### config.mk
export PLATFORM = sky130hd
export DESIGN_NAME = ctsp_tx_port
export DESIGN_NICKNAME = d
export VERILOG_FILES = /design/src/design/ctsp_pkg.sv /design/src/design/ctsp_pin_sync.sv /design/src/design/ctsp_tx_port.sv
export SDC_FILE = /design/constraint.sdc
export NUM_CORES = 1
export LEC_CHECK = 0
export BUFFER_PORTS_ARGS = -buffer_cell sky130_fd_sc_hd__buf_2
export CAP_MARGIN = 40
export CORE_ASPECT_RATIO = 1.2
export CORE_MARGIN = 3
export CORE_UTILIZATION = 52
export CTS_BUF_LIST = sky130_fd_sc_hd__clkbuf_4
export CTS_CLUSTER_DIAMETER = 40
export CTS_CLUSTER_SIZE = 12
export DETAILED_ROUTE_END_ITERATION = 16
export MAX_ROUTING_LAYER = met4
export PLACE_DENSITY = 0.79
export SETUP_SLACK_MARGIN = 0.15
export SLEW_MARGIN = 40
export SYNTH_ARGS = -nofsm -noshare
export SYNTH_HDL_FRONTEND = slang
export SYNTH_SLANG_ARGS = --single-unit
### constraint.sdc
create_clock -name mclk -period 2.45 [get_ports mclk]
set_input_delay 0.3675 -clock mclk [delete_from_list [all_inputs] [get_ports mclk]]
set_output_delay 0.3675 -clock mclk [all_outputs]
set_load 0.05 [all_outputs]
### src/design/ctsp_pkg.sv
// Operation
// - Device drives one stream clock shared by every lane.
// - Device drives one active-low stream reset common to all lanes.
// - Each lane word goes onto its serial lane lowest byte first.
// - Device drives ready to show when a transmit word is taken.
// - Frame marker names frame-start byte positions of the next cycle's word.
// - Marker 0001 means the frame starts in byte 0.
// - Marker 0010 means frame starts in byte 1, byte 0 ends previous.
// - Marker 0100 means frame starts in byte 2, bytes 0-1 end previous.
// - Marker 1000 means frame starts in byte 3, bytes 0-2 end previous.
// - Several marker bits set when frames are shorter than a word.
// - Multiframe marker uses the same encoding and the same one-cycle lead.
// - The single marker pair applies to every lane slice alike.
// - In subclass 1 the timing reference input is required and used.
// - Once sync request rises, send lane alignment sequence, then user data.
package ctsp_pkg;

  localparam int          CLK_PERIOD_NS   = 4;
  localparam int          RST_HOLD_NS     = 64;
  localparam int          RST_HOLD_CYC    = (RST_HOLD_NS + CLK_PERIOD_NS - 1) / CLK_PERIOD_NS;
  localparam int          SYNC_STAGES     = 3;
  localparam int          ILA_MULTIFRAMES = 4;
  localparam int          BYTES_PER_WORD  = 4;
  localparam int          OCT_W           = 16;

  localparam logic [7:0]  CHAR_COMMA      = 8'hBC;
  localparam logic [7:0]  CHAR_MF_START   = 8'h1C;
  localparam logic [7:0]  CHAR_MF_END     = 8'h7C;
  localparam logic [7:0]  CHAR_FILL       = 8'h00;

  typedef enum logic [1:0] {
    ST_ALIGN,
    ST_ILA,
    ST_DATA
  } ctsp_state_t;

  typedef struct packed {
    logic [3:0] multiframe_begin_marker;
    logic [3:0] frame_begin_marker;
  } ctsp_marker_t;

endpackage : ctsp_pkg

### src/design/ctsp_pin_sync.sv
`timescale 1ns/1ns
module ctsp_pin_sync
  import ctsp_pkg::*;
(
  input  wire logic mclk,
  input  wire logic reset_n,
  input  wire logic pin,
  output logic      level_q
);

  logic [SYNC_STAGES-1:0] stage_q;

  // First stage feeds only the second; a change counts once stages two and three agree
  always_ff @(posedge mclk or negedge reset_n) begin
    if (!reset_n) begin
      stage_q <= '0;
      level_q <= 1'b0;
    end else begin
      stage_q <= {stage_q[SYNC_STAGES-2:0], pin};
      if (stage_q[1] == stage_q[2]) begin
        level_q <= stage_q[2];
      end
    end
  end

endmodule : ctsp_pin_sync

### src/design/ctsp_tx_port.sv
`timescale 1ns/1ns
module ctsp_tx_port
  import ctsp_pkg::*;
#(
  parameter int LANES           = 4,
  parameter int OCTETS_PER_FRM  = 8,
  parameter int FRMS_PER_MF     = 4
) (
  input  wire logic                  mclk,
  input  wire logic                  reset_n,
  input  wire logic                  subclass1,
  input  wire logic [32*LANES-1:0]   tx_data,
  input  wire logic                  sysref,
  input  wire logic                  sync_req_n,
  output logic                       stream_clk_q,
  output logic                       stream_reset_n_q,
  output logic                       ready_q,
  output ctsp_marker_t               tx_marker_q,
  output logic [8*LANES-1:0]         lane_byte_q,
  output logic [LANES-1:0]           lane_ctrl_q
);

  localparam int MF_OCTETS = OCTETS_PER_FRM * FRMS_PER_MF;

  // Marks byte positions of a word whose first octet sits at base
  function automatic logic [3:0] start_mask(input int unsigned base, input int unsigned period);
    logic [3:0] m;
    m = '0;
    for (int i = 0; i < BYTES_PER_WORD; i++) begin
      m[i] = (((base + i) % period) == 0);
    end
    return m;
  endfunction : start_mask

  ctsp_state_t            st_q;
  ctsp_state_t            st_d;
  logic [OCT_W-1:0]       oct_q;
  logic [OCT_W-1:0]       oct_d;
  logic [7:0]             rst_cnt_q;
  logic [1:0]             ila_cnt_q;
  logic                   lmfc_ok_q;
  logic                   sref_prev_q;
  logic [32*LANES-1:0]    word_q;
  logic                   sync_ok;
  logic                   sref_lvl;

  ctsp_pin_sync u_sync_req (
    .mclk    (mclk),
    .reset_n (reset_n),
    .pin     (sync_req_n),
    .level_q (sync_ok)
  );

  ctsp_pin_sync u_sysref (
    .mclk    (mclk),
    .reset_n (reset_n),
    .pin     (sysref),
    .level_q (sref_lvl)
  );

  wire        ph0       = (oct_q[1:0] == 2'h0);
  wire        mf_last   = (oct_q == OCT_W'(MF_OCTETS - 1));
  wire        mf_tail   = (oct_q >= OCT_W'(MF_OCTETS - BYTES_PER_WORD));
  wire        sref_edge = sref_lvl && !sref_prev_q;
  // Realignment only while idle; moving the multiframe mid-data would tear frames
  wire        realign   = subclass1 && sref_edge && (st_q == ST_ALIGN);
  wire        ila_last  = (ila_cnt_q == 2'(ILA_MULTIFRAMES - 1));
  wire        next_data = sync_ok && ((st_q == ST_DATA) || ((st_q == ST_ILA) && ila_last && mf_tail));
  wire        ready_d   = next_data && (oct_q[1:0] == 2'h3);
  wire [OCT_W-1:0] nxt_base = oct_q + OCT_W'(2);
  // Marker leads the word by one cycle: computed two octets ahead, then registered
  wire [3:0]  fr_mask   = start_mask(32'(nxt_base), OCTETS_PER_FRM);
  wire [3:0]  mf_mask   = start_mask(32'(nxt_base), MF_OCTETS);
  wire        mark_en   = next_data && (oct_q[1:0] == 2'h2);

  assign oct_d = (realign || mf_last) ? '0 : oct_q + OCT_W'(1);

  always_comb begin
    st_d = st_q;
    if (!sync_ok || !stream_reset_n_q) begin
      st_d = ST_ALIGN;
    end else if (mf_last) begin
      unique case (st_q)
        ST_ALIGN: if (lmfc_ok_q || !subclass1) st_d = ST_ILA;
        ST_ILA:   if (ila_last) st_d = ST_DATA;
        ST_DATA:  st_d = ST_DATA;
      endcase
    end
  end

  always_ff @(posedge mclk or negedge reset_n) begin
    if (!reset_n) begin
      stream_clk_q     <= 1'b0;
      stream_reset_n_q <= 1'b0;
      rst_cnt_q        <= '0;
      st_q             <= ST_ALIGN;
      oct_q            <= '0;
      ila_cnt_q        <= '0;
      lmfc_ok_q        <= 1'b0;
      sref_prev_q      <= 1'b0;
      ready_q          <= 1'b0;
      tx_marker_q      <= '0;
    end else begin
      stream_clk_q     <= !stream_clk_q;
      if (rst_cnt_q != 8'(RST_HOLD_CYC)) begin
        rst_cnt_q <= rst_cnt_q + 8'h01;
      end
      stream_reset_n_q <= (rst_cnt_q == 8'(RST_HOLD_CYC));
      st_q             <= st_d;
      oct_q            <= oct_d;
      sref_prev_q      <= sref_lvl;
      if (realign) begin
        lmfc_ok_q <= 1'b1;
      end
      if (st_q != ST_ILA) begin
        ila_cnt_q <= '0;
      end else if (mf_last) begin
        ila_cnt_q <= ila_cnt_q + 2'h1;
      end
      ready_q          <= ready_d;
      tx_marker_q      <= mark_en ? ctsp_marker_t'{mf_mask, fr_mask} : '0;
    end
  end

  // Serialiser: word held after the ready cycle, bytes sent lowest first
  always_ff @(posedge mclk or negedge reset_n) begin
    if (!reset_n) begin
      word_q      <= '0;
      lane_byte_q <= '0;
      lane_ctrl_q <= '0;
    end else begin
      if (ready_q) begin
        word_q <= tx_data;
      end
      for (int n = 0; n < LANES; n++) begin
        if (st_q == ST_DATA) begin
          lane_byte_q[8*n +: 8] <= ready_q ? tx_data[32*n +: 8] : word_q[32*n + 8*oct_q[1:0] +: 8];
          lane_ctrl_q[n]        <= 1'b0;
        end else if (st_q == ST_ILA) begin
          lane_byte_q[8*n +: 8] <= (oct_q == '0) ? CHAR_MF_START : (mf_last ? CHAR_MF_END : CHAR_FILL);
          lane_ctrl_q[n]        <= (oct_q == '0) || mf_last;
        end else begin
          lane_byte_q[8*n +: 8] <= CHAR_COMMA;
          lane_ctrl_q[n]        <= 1'b1;
        end
      end
    end
  end

  property p_ready_phase;
    @(posedge mclk) disable iff (!reset_n) ready_q |-> (st_q == ST_DATA) && ph0;
  endproperty
  a_ready_phase: assert property (p_ready_phase) else $error("ready off word boundary");

  property p_ready_spacing;
    @(posedge mclk) disable iff (!reset_n) ready_q |=> !ready_q [*3];
  endproperty
  a_ready_spacing: assert property (p_ready_spacing) else $error("ready too frequent");

  property p_marker_lead;
    @(posedge mclk) disable iff (!reset_n)
      (tx_marker_q.frame_begin_marker != 4'h0) && sync_ok |=> ready_q;
  endproperty
  a_marker_lead: assert property (p_marker_lead) else $error("marker not one cycle before data");

  property p_mf_in_frame;
    @(posedge mclk) disable iff (!reset_n)
      (tx_marker_q.multiframe_begin_marker & ~tx_marker_q.frame_begin_marker) == 4'h0;
  endproperty
  a_mf_in_frame: assert property (p_mf_in_frame) else $error("multiframe start not a frame start");

  property p_byte_first;
    @(posedge mclk) disable iff (!reset_n)
      ready_q && sync_ok |=> lane_byte_q[7:0] == $past(tx_data[7:0]);
  endproperty
  a_byte_first: assert property (p_byte_first) else $error("lowest byte not sent first");

  property p_byte_last;
    @(posedge mclk) disable iff (!reset_n)
      ready_q && sync_ok ##1 sync_ok [*3] |=> lane_byte_q[7:0] == $past(tx_data[31:24], 4);
  endproperty
  a_byte_last: assert property (p_byte_last) else $error("top byte not sent last");

  property p_no_ready_in_reset;
    @(posedge mclk) disable iff (!reset_n) !stream_reset_n_q |-> !ready_q && (st_q == ST_ALIGN);
  endproperty
  a_no_ready_in_reset: assert property (p_no_ready_in_reset) else $error("data taken during stream reset");

  property p_sref_needed;
    @(posedge mclk) disable iff (!reset_n)
      subclass1 && (st_q == ST_ALIGN) ##1 (st_q == ST_ILA) |-> lmfc_ok_q;
  endproperty
  a_sref_needed: assert property (p_sref_needed) else $error("alignment left without timing reference");

  property p_ila_before_data;
    @(posedge mclk) disable iff (!reset_n)
      (st_q != ST_DATA) ##1 (st_q == ST_DATA) |-> $past(st_q) == ST_ILA && $past(sync_ok) && oct_q == '0;
  endproperty
  a_ila_before_data: assert property (p_ila_before_data) else $error("data without lane alignment");

  property p_drop_on_sync;
    @(posedge mclk) disable iff (!reset_n)
      !sync_ok |=> (st_q == ST_ALIGN) ##1 (lane_ctrl_q == {LANES{1'b1}}) && (lane_byte_q[7:0] == CHAR_COMMA);
  endproperty
  a_drop_on_sync: assert property (p_drop_on_sync) else $error("sync request low not honoured");

  property p_clk_toggle;
    @(posedge mclk) disable iff (!reset_n)
      stream_reset_n_q |=> stream_clk_q != $past(stream_clk_q);
  endproperty
  a_clk_toggle: assert property (p_clk_toggle) else $error("stream clock stalled");

  property p_reset_count;
    @(posedge mclk) disable iff (!reset_n)
      $rose(stream_reset_n_q) |-> (rst_cnt_q == 8'(RST_HOLD_CYC));
  endproperty
  a_reset_count: assert property (p_reset_count) else $error("stream reset released early");

  property p_marker_quiet;
    @(posedge mclk) disable iff (!reset_n)
      !next_data |=> (tx_marker_q == '0);
  endproperty
  a_marker_quiet: assert property (p_marker_quiet) else $error("marker without following data word");

  property p_ila_start;
    @(posedge mclk) disable iff (!reset_n)
      (st_q == ST_ILA) && (oct_q == '0) |=> (lane_byte_q[7:0] == CHAR_MF_START) && lane_ctrl_q[0];
  endproperty
  a_ila_start: assert property (p_ila_start) else $error("alignment sequence not opened");

endmodule : ctsp_tx_port

==> results.json, run 1 <==
{
  "status": "finished clean",
  "tightest_slew_ns": 0.778,
  "tns_ns": 0,
  "grt_first_pass_wirelength_um": 38100,
  "final_common_cell": "dfrtp_1",
  "drive_above_1_share": 0.380,
  "synth_nets": 859,
  "worstSetupPathType": "flop to flop",
  "grt_max_degree": 110,
  "fin_crit_ns": 2.15,
  "drc": 0,
  "tritoncts": "done",
  "powerDensity_nw_per_um2": 651,
  "route.antenna.remaining_nets": 0,
  "viasPerCell": 5.35,
  "rrSetupSlack_ns": 0.30,
  "drt-initial-drc-count": 367,
  "synth_area_um2": 9270,
  "root_buffer": "clkbuf_4",
  "power_mw": 7.98,
  "drv_slew": 0,
  "fin_skew_ns": 0.0705,
  "grt_pass1_vias": 7633,
  "cts_htree_levels": 1,
  "nNetsFinal": 1174,
  "cp.arrival_ns": 2.68,
  "synth.distinct_cells": 50,
  "crit_required_ns": 2.98,
  "grt_use_total": 0.251,
  "hold_viol_final": 0,
  "crit_path_start_kind": "flop",
  "setup_viol": 0,
  "dieArea_um2": 19500,
  "path_clk_slew_ns": 0.11,
  "synthToLayoutAreaGrowth_pct": 32.2,
  "port_buffers": 179,
  "dp_hpwl_um": 14000,
  "seq_area_um2": 5260,
  "cap_violations": 0,
  "synthArstFlopShare": 1.00,
  "avgSynthCellArea_um2": 13.1,
  "antenna_found_initial": 4,
  "clock_sinks": 210,
  "slowest_stage": "or4_1",
  "ir_drop_mv": 0.427,
  "clock_path_buffers": 3,
  "p_leak_nw": 5.87,
  "row_count": 52,
  "wl_per_cell_um": 18.7,
  "syn_inst": 710,
  "drt_first_pass_iters": 4,
  "wirelength_um": 23700,
  "nFillCells": 1143,
  "yosysWarnings": 0,
  "die_h_um": 152,
  "overflow": 0,
  "clock_latency_ns": 0.71,
  "grt_setup_unrepaired": "no",
  "cp_max_fo": 4,
  "vias": 6791,
  "initial_core_util": 0.540,
  "relSlewSlack": 0.481,
  "dieWidth_um": 128,
  "fmax_ghz": 0.466,
  "cts_buffers": 31,
  "post-cts-setup-buffers": 0,
  "period_share": 0.876,
  "crit_chain": "or4_1 -> or4_4 -> and3_4 -> and3_1",
  "cp-end-kind": "flop",
  "ys_ff_latch": 210,
  "synthFlopType": "dfrtp_1",
  "io-pin-count": 180,
  "hold_class": "input port to flop",
  "multi_input_area_um2": 3670,
  "final_cell_mix": "dfrtp_1, buf_2, dlygate4sd3_1",
  "synth-edff-count": 0,
  "yosysSeqAreaShare": 0.567,
  "place.gp.congestion": 0.859,
  "max_stage_delay_ns": 0.66,
  "core_um2": 17200
}
## sequential cells by signal, indices dropped and copies added (netlist names)
register            flops
ila_cnt_q               2
lane_byte_q            32
lane_ctrl_q             1
lmfc_ok_q               1
oct_q                  16
ready_q                 1
rst_cnt_q               8
sref_prev_q             1
st_q                    2
stream_clk_q            1
stream_reset_n_q        1
tx_marker_q             8
u_sync_req.level_q      1
u_sync_req.stage_q      3
u_sysref.level_q        1
u_sysref.stage_q        3
word_q                128
## area by class of cell
cell class	instances	share of cell area
Sequential cell	210	0.429
Multi-Input combinational cell	414	0.300
Timing Repair Buffer	324	0.193
Tap cell	216	0.0220
Clock buffer	35	0.0214
Clock inverter	22	0.0200
Inverter	44	0.0135
Antenna cell	4	0.000817
## through the flow
stage | util | std cells | setup slack, ns | hold slack, ns | area, um^2
2_1_floorplan | - | 710 | 0.162 | 0.0719 | 9290
3_3_place_gp | 0.606 | 1077 | 0.336 | 0.333 | 10400
3_5_place_dp | 0.607 | 1077 | 0.316 | 0.331 | 10400
4_1_cts | 0.713 | 1265 | 0.272 | 0.0436 | 12200
5_1_grt | 0.714 | 1269 | 0.194 | 0.0702 | 12300
6_report | 0.714 | 1269 | 0.303 | 0.0898 | 12300
## path summary, 6_finish.rpt
kind                                     start                  end  depth (start not counted)
setup / recovery                      oct_q[5]       tx_marker_q[3]                          4
hold / removal                       subclass1             oct_q[4]                          4
setup reg to reg                      oct_q[5]       tx_marker_q[3]                          4
hold reg to reg            u_sysref.stage_q[0]  u_sysref.stage_q[1]                          0
max in group asynchronous              reset_n          word_q[103]                          3
min in group asynchronous              reset_n           word_q[61]                          2
## layer usage
metal | vias up | share of wire | GRT usage
met5 | - | 0 | -
met4 | 0 | 0.045 | 0.118
met3 | 81 | 0.048 | 0.0403
met2 | 230 | 0.54 | 0.438
met1 | 3372 | 0.37 | 0.279
li1 | 3108 | - | -
## logic make-up (layout without fill, tap and decap cells)
kind of cell	after synthesis	count (layout)	synth area share
fa+ha+maj	18	18	0.0238
xor+xnor	28	28	0.0279
mux	134	134	0.201
buf+inv	86	425	0.0401
compound gates	75	75	0.0495
other cells	0	4	0
flops	210	210	0.567
simple gates	159	159	0.0904
## power by group
| group | internal [mW] | total [mW] | switching, mW |
|---|---|---|---|
| registers | 3.52 | 3.59 | 0.0735 |
| logic | 0.917 | 1.80 | 0.883 |
| clock network | 1.18 | 2.58 | 1.41 |
| total | 5.61 | 7.98 | 2.36 |
## worst max-delay path, delay by kind of cell (launching register included)
| family | cells | cell delay [ns] |
|---|---|---|
| DFF | 1 | 0.41 |
| and+or+nand+nor | 4 | 1.58 |
## synth_stat cells, drive strengths merged (3+ instances only)
library cell	count	area share
nand2	43	0.017
a21boi	9	0.0073
o21ai	32	0.017
nand3	12	0.0065
nor2	31	0.014
a31oi	23	0.016
ha	16	0.022
buf	12	0.010
and3	7	0.0053
mux2	99	0.12
xor2	6	0.0057
or2	4	0.0027
dfrtp	210	0.57
mux4	32	0.078
inv	44	0.018
nor4	6	0.0047
a21oi	3	0.0016
nand2b	33	0.022
nor3	5	0.0027
or4	4	0.0045
clkbuf	30	0.012
nand4	5	0.0034
mux2i	3	0.0032
xnor2	21	0.020
## repair_timing
action,4_1_cts,5_1_grt
hold endpoints to repair,291,0
gates resized for setup,0,1
endpoints found under the setup margin,0,3
hold buffers,131,0
Power figures use the tool's default switching activity.
==> inputs of run 2 (changes only) <==
--- a/config.mk
+++ b/config.mk
@@ -18,5 +18,5 @@
 export PLACE_DENSITY = 0.79
 export SETUP_SLACK_MARGIN = 0.15
-export SLEW_MARGIN = 40
+export SLEW_MARGIN = 10
 export SYNTH_ARGS = -nofsm -noshare
 export SYNTH_HDL_FRONTEND = slang
==> constraint.sdc (replaced) <==
create_clock -name mclk -period 2.45 [get_ports mclk]
set_input_delay 0.245 -clock mclk [delete_from_list [all_inputs] [get_ports mclk]]
set_output_delay 0.245 -clock mclk [all_outputs]
set_load 0.05 [all_outputs]
==> run 2 against run 1 <==
Compared with the run above: die area stayed put; largest cell class unchanged; via count is 0.53% lower; largest power group unchanged; highest routed layer unchanged; register-to-register slack worse by 0.02 ns; fmax is 0.84% lower; clock skew is 0.0076 ns lower; cell count is 0.32% lower.
==> results.json, run 2 (same netlist as run 1, synthesis figures left out) <==
{
  "grt_pass1_vias": 7520,
  "whs_ns": 0.131,
  "nNetsFinal": 1174,
  "synthToLayoutAreaGrowth_pct": 32.1,
  "initial_core_util": 0.540,
  "place.gp.congestion": 0.885,
  "cp.arrival_ns": 2.73,
  "setup_viol": 0,
  "powerDensity_nw_per_um2": 639,
  "antenna_found_initial": 2,
  "drv_slew": 0,
  "route.antenna.remaining_nets": 0,
  "cp-end-kind": "flop",
  "drt-initial-drc-count": 299,
  "tns_ns": 0,
  "nFillCells": 1122,
  "clock_latency_ns": 0.70,
  "cap_violations": 0,
  "reg2reg_from": "oct_q[1]",
  "cts_buffers": 30,
  "reg2reg_depth": 7,
  "dpl-instance-area_um2": 10400,
  "status": "finished clean",
  "grt_max_degree": 80,
  "largest_reg_flops": 128,
  "fin_crit_ns": 2.17,
  "tritoncts": "done",
  "power_frac_seq": 0.460,
  "drt_first_pass_iters": 4,
  "period_share": 0.884,
  "grt_first_pass_wirelength_um": 38200,
  "io-pin-count": 180,
  "top_regs": "word_q x128, lane_byte_q x32, oct_q x16",
  "final_common_cell": "dfrtp_1",
  "regMostFlops": "word_q",
  "final_cell_mix": "dfrtp_1, buf_2, dlygate4sd3_1",
  "clock_power_share": 0.312,
  "wirelength_um": 23500,
  "dieArea_um2": 19500,
  "wl_per_cell_um": 18.6,
  "p_leak_nw": 5.87,
  "crit_required_ns": 3.02,
  "fin_skew_ns": 0.0629,
  "worstSetupPathType": "flop to flop",
  "cts_htree_levels": 1,
  "drive_above_1_share": 0.378,
  "post-cts-setup-buffers": 0,
  "row_count": 52,
  "viasPerCell": 5.34,
  "vias": 6755,
  "overflow": 0,
  "core_um2": 17200,
  "utilization": 0.713,
  "grt_use_total": 0.254,
  "grt_setup_unrepaired": "yes",
  "dp_hpwl_um": 13700,
  "clock_path_buffers": 3,
  "intPower_mw": 5.48,
  "combPwrFrac": 0.228,
  "fin_area_um2": 12200,
  "ir_drop_mv": 0.435,
  "rrSetupSlack_ns": 0.28,
  "fmax_ghz": 0.462,
  "drc": 0,
  "crit_path_start_kind": "flop",
  "relSlewSlack": 0.571,
  "cp_max_fo": 7,
  "switching_power_mw": 2.34,
  "r2r-end": "lane_byte_q[28]",
  "root_buffer": "clkbuf_4",
  "hold_class": "input port to async pin",
  "port_buffers": 179,
  "clock_sinks": 210,
  "die_h_um": 152,
  "dieWidth_um": 128,
  "path_clk_slew_ns": 0.13,
  "swShare": 0.300,
  "tightest_slew_ns": 0.644,
  "hold_viol_final": 0
}
-- run 2: cell types whose count changed in the layout (fill, tap and decap cells not counted) --
cell,before,now
clkinvlp_4,5,2
bufinv_16,4,3
buf_4,10,8
dlygate4sd3_1,131,132
diode_2,4,2
buf_6,0,1
buf_12,4,5
inv_8,0,2
clkinv_4,2,4
clkbuf_4,35,32
-- run 2: worst max-delay path, cell delays in order, from the launching register on --
cell and delay [ns]:
dfrtp_2 0.44, inv_1 0.13, ha_1 0.20, or4b_4 0.48, a2111oi_4 0.34, nor2_2 0.17
buf_6 0.17, a31oi_1 0.15
-- run 2: per-stage QoR --
step                cells  power [mW]  worst slack, ns
finish               1265        7.82            0.285
global placement     1076        5.25            0.328
detailed placement   1077        5.27            0.249
CTS                  1263        7.86            0.221
floorplan             710        4.83            0.162
global route         1265        8.22            0.143
-- run 2: worst max path at each step --
| stage | startpoint | end | slack [ns] | cells past startpoint |
|---|---|---|---|---|
| after floorplan | oct_q[1] | lane_byte_q[18] | 0.16 | 9 |
| after global placement | oct_q[1] | lane_byte_q[4] | 0.33 | 6 |
| after detailed placement | oct_q[1] | lane_byte_q[28] | 0.25 | 7 |
| after CTS | oct_q[1] | lane_byte_q[28] | 0.22 | 7 |
| after global routing | oct_q[1] | lane_byte_q[27] | 0.14 | 7 |
| final | oct_q[1] | lane_byte_q[28] | 0.28 | 7 |
-- run 2: power by group through the flow --
stage	combinational [mW]	clock (mW)	sequential (mW)
after global placement	1.60	0	3.65
after detailed placement	1.61	0	3.66
final	1.78	2.44	3.59
after global routing	1.96	2.65	3.60
after CTS	1.78	2.49	3.59
after floorplan	1.19	0	3.65
-- run 2: repair_timing --
action	4_1_cts	5_1_grt
setup endpoints to repair	0	11
gates resized for setup	0	2
endpoints found under the hold margin	239	0
hold buffers	132	0
-- run 2: cell type report --
type | count | area, um^2 | share of cell area
clock buffer | 32 | 240 | 0.0196
inverter | 44 | 165 | 0.0135
clock inverter | 22 | 233 | 0.0190
timing repair buffer | 325 | 2400 | 0.196
multi-input combinational | 414 | 3670 | 0.300
tap | 216 | 270 | 0.0221
antenna | 2 | 5.00 | 0.000409
sequential | 210 | 5260 | 0.430
-- run 2: layer usage --
layer	share of wire	global-route usage	vias up	routed length, um
met5	0	-	-	0
met4	0.042	0.116	0	991
met3	0.050	0.0424	79	1170
met2	0.54	0.446	218	12700
met1	0.37	0.278	3349	8600
li1	-	-	3109	-
==> inputs of run 3 (changes only) <==
Settings changed: BUFFER_PORTS_ARGS -buffer_cell sky130_fd_sc_hd__buf_2 to default, CORE_UTILIZATION 52 to 60, DONT_BUFFER_PORTS from default to 1, SYNTH_HIERARCHICAL from default to 1.
==> run 3 against run 2 <==
Compared with the run above: the flow now finishes with violations (hold timing); synthesized area up 0.61%; register-to-register slack better by 0.07 ns; hold slack worse by 0.89 ns; cell count down 17%; sequential share of layout area up 3.8 points; core utilization up 3.3 points; worst setup slack better by 0.069 ns; non-clock buffer count down 181; clock skew up 0.017 ns; critical endpoint is now lane_byte_q[10]; largest cell class unchanged.
==> results.json, run 3 <==
{
  "whs_ns": -0.755,
  "cts_htree_levels": 1,
  "p_leak_nw": 5.08,
  "synth.distinct_cells": 48,
  "top_regs": "word_q x128, lane_byte_q x32, oct_q x16",
  "utilization": 0.746,
  "switching_power_mw": 2.14,
  "period_share": 0.856,
  "drive_above_1_share": 0.263,
  "top_usage_layer": "met2",
  "synthToLayoutAreaGrowth_pct": 20.6,
  "grtUsageMet1": 0.320,
  "tightest_slew_ns": 0.643,
  "overflow": 0,
  "yosysWarnings": 6,
  "final_common_cell": "dfrtp_1",
  "status": "finished with violations",
  "relSlewSlack": 0.571,
  "ys_top_cells_by_area": "dfrtp_1, mux2_2, mux4_2",
  "cp-end-kind": "flop",
  "multi_input_area_um2": 3730,
  "root_buffer": "clkbuf_4",
  "path_clk_slew_ns": 0.12,
  "met3_usage": 0.0604,
  "tritoncts": "done",
  "largest_reg_flops": 128,
  "hold_class": "input port to async pin",
  "synth_top_area_share": 0.564,
  "cp.arrival_ns": 2.66,
  "grt_max_degree": 211,
  "powerDensity_nw_per_um2": 659,
  "core_um2": 15100,
  "clock_path_buffers": 3,
  "drt-initial-drc-count": 349,
  "clock_sinks": 210,
  "die_h_um": 143,
  "dieWidth_um": 120,
  "io-pin-count": 180,
  "avgSynthCellArea_um2": 13.3,
  "setup_viol": 0,
  "vias": 6200,
  "dp_hpwl_um": 12900,
  "drc": 0,
  "final_cell_mix": "dfrtp_1, dlygate4sd3_1, mux2_2",
  "syn_inst": 700,
  "route.antenna.remaining_nets": 0,
  "fin_crit_ns": 2.10,
  "combPwrFrac": 0.186,
  "synthArstFlopShare": 1.00,
  "viasPerCell": 5.89,
  "fin_area_um2": 11200,
  "fin_ws_ns": 0.354,
  "tns_ns": 0,
  "ys_ff_latch": 210,
  "clock_power_share": 0.323,
  "cap_violations": 0,
  "seq_area_um2": 5260,
  "nFillCells": 930,
  "intPower_mw": 5.26,
  "cts_buffers": 28,
  "grt_setup_unrepaired": "no",
  "swShare": 0.290,
  "place.gp.congestion": 0.827,
  "dieArea_um2": 17100,
  "yosysMostFrequentCell": "dfrtp_1",
  "synth_nets": 849,
  "fin_skew_ns": 0.0796,
  "synth-edff-count": 0,
  "yosys.area.top_type": "dfrtp_1",
  "cp_max_fo": 17,
  "antenna_found_initial": 1,
  "clock_latency_ns": 0.69,
  "synth_area_um2": 9330,
  "wirelength_um": 21800,
  "grt_pass1_vias": 6892,
  "drv_slew": 0,
  "crit_path_start_kind": "flop",
  "worstSetupPathType": "flop to flop",
  "yosysSeqAreaShare": 0.564,
  "grt_use_met2": 0.476,
  "violations": "hold timing",
  "dp_slack_ns": 0.367,
  "power_frac_seq": 0.491,
  "ir_drop_mv": 0.492,
  "nNetsFinal": 978,
  "row_count": 49,
  "grt_use_total": 0.275,
  "crit_required_ns": 3.01,
  "wl_per_cell_um": 20.7,
  "drt_first_pass_iters": 5,
  "cts_hold_buf": 131,
  "ys_top_cells_by_count": "dfrtp_1, mux2_2, nand2_1",
  "fmax_ghz": 0.477,
  "grt_first_pass_wirelength_um": 35900,
  "port_buffers": 0,
  "hold_viol_final": 210,
  "dpl-instance-area_um2": 9480,
  "synthFlopType": "dfrtp_1",
  "initial_core_util": 0.618,
  "regMostFlops": "word_q"
}
==> run 3: changes by cell type after synthesis, sizes merged, moves of 8 or more <==
cell	delta
nand2	+8
nand2b	-18
mux2	+20
a31oi	-14
inv	-16
nand4	+13
nand3	+12
o21ai	-15
==> run 3: worst paths after layout <==
kind / endpoint / from / slack (ns) / cells past startpoint
worst min-delay path: tx_marker_q[3] / reset_n / -0.76 / 0
min in group mclk: u_sysref/stage_q[0] / sysref / 0.17 / 1
worst max-delay path: lane_byte_q[10] / oct_q[0] / 0.35 / 6
max in group asynchronous: lane_byte_q[20] / reset_n / 2.72 / 0
worst max register to register: lane_byte_q[10] / oct_q[0] / 0.35 / 6
worst min register to register: u_sync_req/stage_q[1] / u_sync_req/stage_q[0] / 0.37 / 0
==> run 3: kinds of logic (layout without fill, tap and decap cells) <==
family                     after synthesis  count (layout)  synth area share
and+or+nand+nor                        173             173            0.0946
buffers and inverters                   73             220            0.0372
xor gates and xnor gates                28              28            0.0278
AOI/OAI and AO/OA                       44              44            0.0288
adders and majority gates               18              18            0.0239
DFF                                    210             210             0.564
other                                    0               2                 0
muxes                                  154             154             0.224
==> run 3: per-layer routing <==
metal  share of wire  vias up
li1                -     2738
met3           0.066       69
met4           0.030        0
met2            0.53      246
met5               0        -
met1            0.37     3147
==> run 3: timing repair <==
| action | 4_1_cts | 5_1_grt |
|---|---|---|
| resized for setup | 0 | 1 |
| buffers inserted | 0 | 0 |
| hold endpoints to repair | 375 | 210 |
| setup endpoints to repair | 0 | 9 |
==> run 3: cell type report <==
class	instances	share of cell area
well taps	204	0.0227
inverters	28	0.00935
diodes	2	0.000445
repair buffers	144	0.129
clock buffers	30	0.0200
multi-input cells	417	0.331
clock inverters	18	0.0196
flip-flops and latches	210	0.468
==> run 3: power groups by stage <==
stage	Sequential (mW)	Clock, mW	Combinational [mW]
after floorplan	3.64	0	1.04
after global placement	3.70	0	1.13
after detailed placement	3.70	0	1.16
after CTS	3.63	2.43	1.35
after global routing	3.65	2.62	1.50
final	3.64	2.39	1.38
==> run 3: critical path: stages (launching register included) <==
cell	delay, ns
dfrtp_2	0.44
buf_4	0.23
inv_1	0.14
ha_1	0.18
nor4b_1	0.31
nand2_1	0.42
nand4_1	0.24
==> run 3: per-stage QoR <==
stage               cells  power [mW]  hold slack (ns)
floorplan             700        4.68          -0.0506
finish               1053        7.41           -0.755
detailed placement    872        4.87          -0.0437
CTS                  1051        7.41           -0.808
global placement      871        4.83          -0.0442
global route         1053        7.77           -0.843
